`src/shared/sles_pkg.sv`:
```
// shared constants and types for the stream link error status block
package sles_pkg;

  // register word indices; byte address is four times the index
  localparam logic [9:0] TX_FLAGS_IDX   = 10'h090;
  localparam logic [9:0] TX_MASK_IDX    = 10'h091;
  localparam logic [9:0] TX_MODE_IDX    = 10'h092;
  localparam logic [9:0] RX_CTRL_IDX    = 10'h0C2;
  localparam logic [9:0] RX_FLAGS_IDX   = 10'h0D0;
  localparam logic [9:0] RX_MASK_IDX    = 10'h0D1;
  localparam logic [9:0] RX_META_IDX    = 10'h0D2;
  localparam int         ADDR_W         = 12;
  localparam int         IDX_LSB        = 2;

  // transmit status field positions
  localparam int TX_PHY_OVF_BIT   = 0;
  localparam int TX_PHY_UNF_BIT   = 1;
  localparam int TX_SYNC_LOST_BIT = 2;
  localparam int TX_ADAPT_OVF_BIT = 3;
  localparam int TX_ECC_CORR_BIT  = 4;
  localparam int TX_ECC_FATAL_BIT = 5;
  localparam int TX_GAP_ERR_BIT   = 6;
  localparam int TX_FLAGS_W       = 7;

  // receive status field positions
  localparam int RX_CRC_BIT       = 0;
  localparam int RX_ALIGN_BIT     = 1;
  localparam int RX_META_BIT      = 2;
  localparam int RX_FLAGS_W       = 3;

  // control field positions
  localparam int RX_REINIT_BIT    = 0;
  localparam int TX_MODE_BIT      = 0;

  // reset values
  localparam logic [6:0] TX_FLAGS_RST = 7'h00;
  localparam logic [6:0] TX_MASK_RST  = 7'h48;
  localparam logic [2:0] RX_FLAGS_RST = 3'h0;
  localparam logic [2:0] RX_MASK_RST  = 3'h0;
  localparam logic       RX_CTRL_RST  = 1'h0;
  localparam logic       TX_MODE_RST  = 1'h0;

  // operating modes of the source side
  typedef enum logic {
    SLES_MODE_CONTINUOUS,
    SLES_MODE_BURST
  } sles_mode_type;

  // gap tracker states
  typedef enum logic [1:0] {
    SLES_GAP_FIRST,
    SLES_GAP_BURST,
    SLES_GAP_IDLE
  } sles_gap_state_type;

  // apb request fields travel together
  typedef struct packed {
    logic              sel;
    logic              enable;
    logic              write;
    logic [ADDR_W-1:0] addr;
    logic [31:0]       wdata;
  } sles_apb_req_type;

  // transmit side event inputs
  typedef struct packed {
    logic phy_ovf;
    logic phy_unf;
    logic sync_lost;
    logic adapt_ovf;
  } sles_tx_evt_type;

endpackage : sles_pkg

```
`src/logic/sles_error_regs.sv`:
```
// error detection, status, interrupt and control registers of the stream link
//
// The APB register port was decided locally.
`timescale 1ns/1ns
`default_nettype none

module sles_error_regs #(
  parameter int LANES     = 4,
  parameter int BURST_GAP = 2,
  parameter int GAP_W     = 8
) (
  // clock, reset, enable
  input  wire  logic                  CORE_CLK_IN,
  input  wire  logic                  SRST_IN,
  input  wire  logic                  CE_IN,
  // apb slave
  input  wire  logic                  PSEL_IN,
  input  wire  logic                  PENABLE_IN,
  input  wire  logic                  PWRITE_IN,
  input  wire  logic [11:0]           PADDR_IN,
  input  wire  logic [31:0]           PWDATA_IN,
  output logic                        PREADY_OUT,
  output logic                        PSLVERR_OUT,
  output logic [31:0]                 PRDATA_OUT,
  // source side events
  input  wire  logic                  TX_ADAPT_OVF_IN,
  input  wire  logic                  TX_VALID_IN,
  input  wire  logic                  TX_PHY_OVF_IN,
  input  wire  logic                  TX_PHY_UNF_IN,
  input  wire  logic                  TX_SYNC_LOST_IN,
  input  wire  logic [LANES-1:0]      TX_ECC_CORR_IN,
  input  wire  logic [LANES-1:0]      TX_ECC_FATAL_IN,
  // sink side events
  input  wire  logic [LANES-1:0]      RX_CRC_ERR_IN,
  input  wire  logic                  RX_ALIGN_LOST_IN,
  input  wire  logic                  RX_META_ERR_IN,
  input  wire  logic                  RX_META_END_IN,
  // error indications
  output logic                        TX_ERROR_OUT,
  output logic [LANES:0]              RX_ERROR_OUT,
  output logic                        RX_META_ERR_OUT,
  output logic                        RX_LINK_REINIT_OUT,
  // interrupts
  output logic                        TX_IRQ_OUT,
  output logic                        RX_IRQ_OUT
);

  sles_pkg::sles_apb_req_type  req;
  sles_pkg::sles_tx_evt_type   tx_evt;
  sles_pkg::sles_mode_type     tx_mode;
  sles_pkg::sles_gap_state_type gap_state;
  logic [9:0]                  idx;
  logic                        acc;
  logic                        wr_acc;
  logic                        rd_acc;
  logic                        mapped;
  logic [31:0]                 next_rdata;
  logic [sles_pkg::TX_FLAGS_W-1:0] tx_flags;
  logic [sles_pkg::TX_FLAGS_W-1:0] tx_mask;
  logic [sles_pkg::TX_FLAGS_W-1:0] tx_set;
  logic [sles_pkg::TX_FLAGS_W-1:0] tx_clr;
  logic [sles_pkg::RX_FLAGS_W-1:0] rx_flags;
  logic [sles_pkg::RX_FLAGS_W-1:0] rx_mask;
  logic [sles_pkg::RX_FLAGS_W-1:0] rx_set;
  logic [sles_pkg::RX_FLAGS_W-1:0] rx_clr;
  logic                        rx_ctrl;
  logic                        adapt_hit;
  logic                        gap_short;
  logic [GAP_W-1:0]            gap_cnt;
  logic [LANES:0]              next_rx_error;
  logic [LANES:0]              rx_evt_vec;

  // bundle the bus request so decode reads one carrier
  assign req.sel    = PSEL_IN;
  assign req.enable = PENABLE_IN;
  assign req.write  = PWRITE_IN;
  assign req.addr   = PADDR_IN;
  assign req.wdata  = PWDATA_IN;

  assign tx_evt.phy_ovf   = TX_PHY_OVF_IN;
  assign tx_evt.phy_unf   = TX_PHY_UNF_IN;
  assign tx_evt.sync_lost = TX_SYNC_LOST_IN;
  assign tx_evt.adapt_ovf = TX_ADAPT_OVF_IN;

  // decode: zero wait states, so every access completes in its first cycle
  // clock enable gates the access, so a frozen bank changes nothing
  assign idx    = req.addr[sles_pkg::ADDR_W-1:sles_pkg::IDX_LSB];
  assign acc    = req.sel && req.enable && CE_IN;
  assign wr_acc = acc && req.write;
  assign rd_acc = acc && !req.write;

  // register map decode
  always_comb
  begin
    mapped     = 1'b1;
    next_rdata = 32'h0000_0000;
    case (idx)
      sles_pkg::TX_FLAGS_IDX: next_rdata[sles_pkg::TX_FLAGS_W-1:0] = tx_flags;
      sles_pkg::TX_MASK_IDX:  next_rdata[sles_pkg::TX_FLAGS_W-1:0] = tx_mask;
      sles_pkg::TX_MODE_IDX:  next_rdata[sles_pkg::TX_MODE_BIT]    = tx_mode;
      sles_pkg::RX_CTRL_IDX:  next_rdata[sles_pkg::RX_REINIT_BIT]  = rx_ctrl;
      sles_pkg::RX_FLAGS_IDX: next_rdata[sles_pkg::RX_FLAGS_W-1:0] = rx_flags;
      sles_pkg::RX_MASK_IDX:  next_rdata[sles_pkg::RX_FLAGS_W-1:0] = rx_mask;
      sles_pkg::RX_META_IDX:  next_rdata[0]                        = RX_META_ERR_OUT;
      default:                mapped = 1'b0;
    endcase
  end

  // handshake is combinational; error only for unmapped words
  // tying ready high means this bank can never stall a master
  assign PREADY_OUT  = 1'b1;
  assign PSLVERR_OUT = req.sel && req.enable && !mapped;

  // read data is registered during setup so it is stable in the access cycle
  // the read clear reuses this word, so a late event is not lost
  always_ff @(posedge CORE_CLK_IN)
  begin
    if (SRST_IN)
      PRDATA_OUT <= 32'h0000_0000;
    else if (CE_IN && req.sel && !req.enable)
      PRDATA_OUT <= next_rdata;
  end

  // overflow qualified by mode; burst mode ignores overflow between bursts
  // valid is the only view of burst state this bank gets
  always_comb
  begin
    adapt_hit = 1'b0;
    case (tx_mode)
      sles_pkg::SLES_MODE_CONTINUOUS: adapt_hit = tx_evt.adapt_ovf;
      sles_pkg::SLES_MODE_BURST:      adapt_hit = tx_evt.adapt_ovf && TX_VALID_IN;
      default:                        adapt_hit = 1'b0;
    endcase
  end

  // source error flag: registered, so it follows the qualified overflow one cycle later for as long as it lasts
  always_ff @(posedge CORE_CLK_IN)
  begin
    if (SRST_IN)
      TX_ERROR_OUT <= 1'b0;
    else if (CE_IN)
      TX_ERROR_OUT <= adapt_hit;
  end

  // burst gap tracker: counts idle cycles between valid stretches
  // the first burst after reset has nothing before it, so it never flags
  // counting stops at the limit, so any longer gap looks the same
  always_ff @(posedge CORE_CLK_IN)
  begin
    if (SRST_IN)
    begin
      gap_state <= sles_pkg::SLES_GAP_FIRST;
      gap_cnt   <= '0;
    end
    else if (CE_IN)
    begin
      case (gap_state)
        sles_pkg::SLES_GAP_FIRST:
          if (TX_VALID_IN)
            gap_state <= sles_pkg::SLES_GAP_BURST;
        sles_pkg::SLES_GAP_BURST:
          if (!TX_VALID_IN)
          begin
            gap_state <= sles_pkg::SLES_GAP_IDLE;
            gap_cnt   <= GAP_W'(1);
          end
        sles_pkg::SLES_GAP_IDLE:
          if (TX_VALID_IN)
            gap_state <= sles_pkg::SLES_GAP_BURST;
          else if (gap_cnt < GAP_W'(BURST_GAP))
            gap_cnt <= gap_cnt + GAP_W'(1); // saturates at the limit, no wrap
        default:
          gap_state <= sles_pkg::SLES_GAP_FIRST;
      endcase
    end
  end

  // a new burst that starts before the gap is long enough
  assign gap_short = (gap_state == sles_pkg::SLES_GAP_IDLE) && TX_VALID_IN &&
                     (gap_cnt < GAP_W'(BURST_GAP));

  // transmit status set sources, lanes folded into one bit each
  // which lane hit an ecc error is lost here; only the fold is kept
  always_comb
  begin
    tx_set                             = '0;
    tx_set[sles_pkg::TX_PHY_OVF_BIT]   = tx_evt.phy_ovf;
    tx_set[sles_pkg::TX_PHY_UNF_BIT]   = tx_evt.phy_unf;
    tx_set[sles_pkg::TX_SYNC_LOST_BIT] = tx_evt.sync_lost;
    tx_set[sles_pkg::TX_ADAPT_OVF_BIT] = adapt_hit;
    tx_set[sles_pkg::TX_ECC_CORR_BIT]  = |TX_ECC_CORR_IN;
    tx_set[sles_pkg::TX_ECC_FATAL_BIT] = |TX_ECC_FATAL_IN;
    tx_set[sles_pkg::TX_GAP_ERR_BIT]   = gap_short;
  end

  // clears: a read of the status word or write-one-to-clear
  always_comb
  begin
    tx_clr = '0;
    rx_clr = '0;
    if (idx == sles_pkg::TX_FLAGS_IDX)
    begin
      // clear only what the read returned; a set since setup survives
      if (rd_acc)
        tx_clr = PRDATA_OUT[sles_pkg::TX_FLAGS_W-1:0];
      else if (wr_acc)
        tx_clr = req.wdata[sles_pkg::TX_FLAGS_W-1:0];
    end
    if (idx == sles_pkg::RX_FLAGS_IDX)
    begin
      // same rule as transmit: never drop an event the read did not show
      if (rd_acc)
        rx_clr = PRDATA_OUT[sles_pkg::RX_FLAGS_W-1:0];
      else if (wr_acc)
        rx_clr = req.wdata[sles_pkg::RX_FLAGS_W-1:0];
    end
  end

  // sticky transmit status; a set in the clearing cycle wins
  always_ff @(posedge CORE_CLK_IN)
  begin
    if (SRST_IN)
      tx_flags <= sles_pkg::TX_FLAGS_RST;
    else if (CE_IN)
      tx_flags <= (tx_flags & ~tx_clr) | tx_set;
  end

  // transmit interrupt enables, gap and overflow on after reset
  // enabling over a pending bit raises the interrupt at once
  always_ff @(posedge CORE_CLK_IN)
  begin
    if (SRST_IN)
      tx_mask <= sles_pkg::TX_MASK_RST;
    else if (wr_acc && idx == sles_pkg::TX_MASK_IDX)
      tx_mask <= req.wdata[sles_pkg::TX_FLAGS_W-1:0];
  end

  // source operating mode selection
  // a change mid-burst acts from the next cycle on
  always_ff @(posedge CORE_CLK_IN)
  begin
    if (SRST_IN)
      tx_mode <= sles_pkg::sles_mode_type'(sles_pkg::TX_MODE_RST);
    else if (wr_acc && idx == sles_pkg::TX_MODE_IDX)
      tx_mode <= sles_pkg::sles_mode_type'(req.wdata[sles_pkg::TX_MODE_BIT]);
  end

  // sink error vector: one bit per lane plus alignment loss on top
  // not sticky; software sees the sticky copy in receive status
  genvar g;
  generate
    for (g = 0; g < LANES; g++)
    begin : g_lane
      assign rx_evt_vec[g] = RX_CRC_ERR_IN[g];
    end
  endgenerate
  assign rx_evt_vec[LANES] = RX_ALIGN_LOST_IN;
  assign next_rx_error     = rx_evt_vec;

  // registered, so each event shows one cycle later for as long as it lasts
  always_ff @(posedge CORE_CLK_IN)
  begin
    if (SRST_IN)
      RX_ERROR_OUT <= '0;
    else if (CE_IN)
      RX_ERROR_OUT <= next_rx_error;
  end

  // frame error is only known at the frame's end; may lag delivered packets
  // a clean frame end drops the level again
  always_ff @(posedge CORE_CLK_IN)
  begin
    if (SRST_IN)
      RX_META_ERR_OUT <= 1'b0;
    else if (CE_IN && RX_META_END_IN)
      RX_META_ERR_OUT <= RX_META_ERR_IN;
  end

  // receive status set sources
  // a frame error counts only together with its frame end
  always_comb
  begin
    rx_set                          = '0;
    rx_set[sles_pkg::RX_CRC_BIT]    = |RX_CRC_ERR_IN;
    rx_set[sles_pkg::RX_ALIGN_BIT]  = RX_ALIGN_LOST_IN;
    rx_set[sles_pkg::RX_META_BIT]   = RX_META_END_IN && RX_META_ERR_IN;
  end

  // sticky receive status; set beats clear
  // same read-clear and write-one-clear rules as transmit
  always_ff @(posedge CORE_CLK_IN)
  begin
    if (SRST_IN)
      rx_flags <= sles_pkg::RX_FLAGS_RST;
    else if (CE_IN)
      rx_flags <= (rx_flags & ~rx_clr) | rx_set;
  end

  // receive interrupt enables
  always_ff @(posedge CORE_CLK_IN)
  begin
    if (SRST_IN)
      rx_mask <= sles_pkg::RX_MASK_RST;
    else if (wr_acc && idx == sles_pkg::RX_MASK_IDX)
      rx_mask <= req.wdata[sles_pkg::RX_FLAGS_W-1:0];
  end

  // link restart level; software writes it back to zero to release
  // not self-clearing, so alignment stays held in idle until released
  always_ff @(posedge CORE_CLK_IN)
  begin
    if (SRST_IN)
      rx_ctrl <= sles_pkg::RX_CTRL_RST;
    else if (wr_acc && idx == sles_pkg::RX_CTRL_IDX)
      rx_ctrl <= req.wdata[sles_pkg::RX_REINIT_BIT];
  end
  assign RX_LINK_REINIT_OUT = rx_ctrl;

  // level interrupts straight from registered status and enables
  // no edge logic: the line stays up until the status bit or its enable is cleared
  assign TX_IRQ_OUT = |(tx_flags & tx_mask);
  assign RX_IRQ_OUT = |(rx_flags & rx_mask);

endmodule : sles_error_regs

`default_nettype wire

```
`config.mk`:
```
export PLATFORM = sky130hd
export DESIGN_NAME = sles_error_regs
export DESIGN_NICKNAME = d
export VERILOG_FILES = /design/src/shared/sles_pkg.sv /design/src/logic/sles_error_regs.sv
export SDC_FILE = /design/constraint.sdc
export NUM_CORES = 1
export LEC_CHECK = 0
export BUFFER_PORTS_ARGS = -buffer_cell sky130_fd_sc_hd__buf_2
export CORE_ASPECT_RATIO = 0.6
export CORE_MARGIN = 3
export CORE_UTILIZATION = 35
export CTS_CLUSTER_DIAMETER = 150
export DETAILED_ROUTE_END_ITERATION = 10
export PLACE_DENSITY = 0.64
export SLEW_MARGIN = 20
export SYNTH_ARGS = -nofsm -noshare
export SYNTH_HDL_FRONTEND = slang
export SYNTH_SLANG_ARGS = --single-unit
```
`constraint.sdc`:
```
create_clock -name CORE_CLK_IN -period 5 [get_ports CORE_CLK_IN]
set_clock_uncertainty 0.15 [all_clocks]
set_input_delay 0.25 -clock CORE_CLK_IN [delete_from_list [all_inputs] [get_ports CORE_CLK_IN]]
set_output_delay 0.25 -clock CORE_CLK_IN [all_outputs]
set_load 0.02 [all_outputs]
```
==> qor.yml <==
status: "completed"
hold_violations: 0
final_antenna_net_count: 0
drive_above_1_share_pct: 26.3
irDropWorstVdd_mv: 0.132
die-area_mm2: 0.00808
p_leak_nw: 1.20
postCtsSetupRepairBufs: 0
synth_xor_area_share_pct: 0
clock_latency_ns: 0.29
ys.warnings.count: 0
place_congestion: 0.857
hp-class: "input port to flop"
synth_compound_area_share_pct: 17.2
max_slew.worst_pin.slew_ns: 0.820
synth.cell_area_mm2: 0.00245
grt_pass1_vias: 1900
grt_pass1_wl_mm: 9.58
seq_power_share_pct: 45.9
period_needed_ns: 1.84
yosysMostFrequentCell: "dfxtp_1"
wire_per_inst_um: 15.1
htreeDepth: 2
grt_max_degree: 44
clk_pin_slew_ns: 0.06
synth_mux_area_share_pct: 10.3
synth-seq-area-share_pct: 37.6
arrival_ns: 1.82
track_usage_pct: 15.3
dp_hpwl_mm: 4.61
synth_async_sr_flop_share_pct: 0
p_comb_share_pct: 12.2
setup_violations: 0
synthFlopType: "dfxtp_1"
initial_core_util_pct: 38.1
synth_edf_count: 0
fmax_mhz: 544
cts_sinks: 46
avgSynthCellArea_um2: 8.85
drc: 0
via_count: 2086
max-cap-violations: 0
ys_ff_latch: 46
period_share_pct: 36.7
critPathCaptureType: "flop"
max-slew-margin-rel_pct: 45.3
die_w_um: 114
cts.hold.buffers_added: 0
critPathMaxFanout: 11
netlist.area_leader.share_pct: 37.6
ys_top_cells_by_area: "dfxtp_1 (38%), buf_4 (8.9%), a21oi_1 (6.3%)"
yosys.area_share.simple_pct: 22.5
fillerInstances: 670
drt_iter0_markers: 111
r2r_slack_ns: 3.29
cts-resized-gates: 0
slew_viol_final: 0
overflow: 0
core_mm2: 0.00644
portBuffers: 60
tritoncts: "yes"
ys_types: 45
synth_top_family_by_area: "simple AND/OR/NAND/NOR gates"
cts_buffers: 5
final_nets: 397
viasPerCell: 5.08
switching_share_pct: 25.1
clockBufferDepth: 2
synth-adder-area-share_pct: 0.510
critical_path_required_ns: 4.99
netlist_instances: 277
syn_to_final_growth_pct: 15.4
yosys.area.top_type: "dfxtp_1"
synth_common_cells: "dfxtp_1 (46), a21oi_1 (31), buf_4 (29)"
power.switching_uw: 209
rsz0062_at_grt: "false"
cp-start-kind: "input port"
multiInputGateArea_mm2: 0.00133
num_rows: 22
cellPowerDensity_mw_per_mm2: 295
wl_mm: 6.21
cellInternalPower_uw: 625
dr.pass1.iters: 4
antenna_found_initial: 0
finalSetupTns_ns: 0
root_buffer: "clkbuf_16"
diodes: 0
io_pins: 114
clockPowerShare_pct: 41.9
die_height_um: 70.8
final_util_pct: 43.9
crit_type: "input port to flop"
regArea_um2: 921
[final timing paths]
path,startpoint,to,cells past startpoint
max reg2reg,gap_cnt[4]$_SDFFE_PP0P_,gap_cnt[0]$_SDFFE_PP0P_,4
min,TX_SYNC_LOST_IN,tx_flags[2]$_SDFFE_PP0P_,3
max,PADDR_IN[7],tx_flags[3]$_SDFFE_PP0P_,5
min reg2reg,gap_cnt[3]$_SDFFE_PP0P_,gap_cnt[3]$_SDFFE_PP0P_,1
[power by group through the flow]
stage               clock, mW  sequential (mW)  combinational (mW)
floorplan                   0            0.392              0.0798
global placement            0            0.390              0.0998
detailed placement          0            0.390               0.101
CTS                     0.364            0.382               0.101
global route            0.375            0.383               0.111
finish                  0.349            0.382               0.102
[per-stage QoR]
stage | total power [mW] | cell area, um^2 | instances | setup WS, ns | hold slack [ns]
2_1_floorplan | 0.472 | 2540 | 301 | 3.40 | 0.244
5_1_grt | 0.869 | 2830 | 411 | 3.04 | 0.0563
3_5_place_dp | 0.491 | 2670 | 403 | 2.87 | 0.297
3_3_place_gp | 0.490 | 2670 | 403 | 2.89 | 0.288
4_1_cts | 0.847 | 2830 | 411 | 3.18 | 0.0457
6_report | 0.834 | 2830 | 411 | 3.16 | 0.0597
[logic make-up after synthesis]
kind of cell / count (synthesis)
other: 2
multiplexers: 21
buffers and inverters: 44
AND/OR/NAND/NOR: 93
adder cells (fa/ha/maj): 1
AO/OA/AOI/OAI: 70
flip-flops: 46
[routing by layer]
metal  global-route usage [%]  routed length (um)
met5                        0                   0
met4                     5.14                  82
met3                     5.98                 529
met2                     20.6                2490
met1                     22.0                3110
[flip-flops by register name, summed over array words and instances (netlist names)]
| signal | cells |
|---|---|
| rx_flags | 3 |
| RX_META_ERR_OUT | 1 |
| gap_state | 2 |
| PRDATA_OUT | 7 |
| tx_mode | 1 |
| RX_LINK_REINIT_OUT | 1 |
| rx_mask | 3 |
| tx_mask | 7 |
| RX_ERROR_OUT | 5 |
| gap_cnt | 8 |
| tx_flags | 7 |
| TX_ERROR_OUT | 1 |
[layout make-up]
cell class	instances	share of cell area (%)
well taps	84	3.72
multi-input cells	211	47.1
flip-flops and latches	46	32.6
repair buffers	60	10.6
inverters	2	0.265
clock inverters	1	0.310
clock buffers	7	5.40
[worst max-delay path, cell delays in order]
cell and delay, ns:
buf_2 0.11, nor4b_4 0.52, nand4_1 0.46, o31ai_1 0.37
a21oi_1 0.10
[placed cells by master (no fill, tap or decap), types with 5 or more instances in the layout]
cell type  instances
a21oi_1           31
and2_1             8
and3_1             5
buf_2             60
clkbuf_16          5
conb_1            26
dfxtp_1           46
mux2_2            10
mux2i_1            9
nand2_1           24
nand3_1           21
nor2_1            10
nor2b_1            5
o21ai_0           15
o31ai_1            5
(Power assumes the default switching activity.)
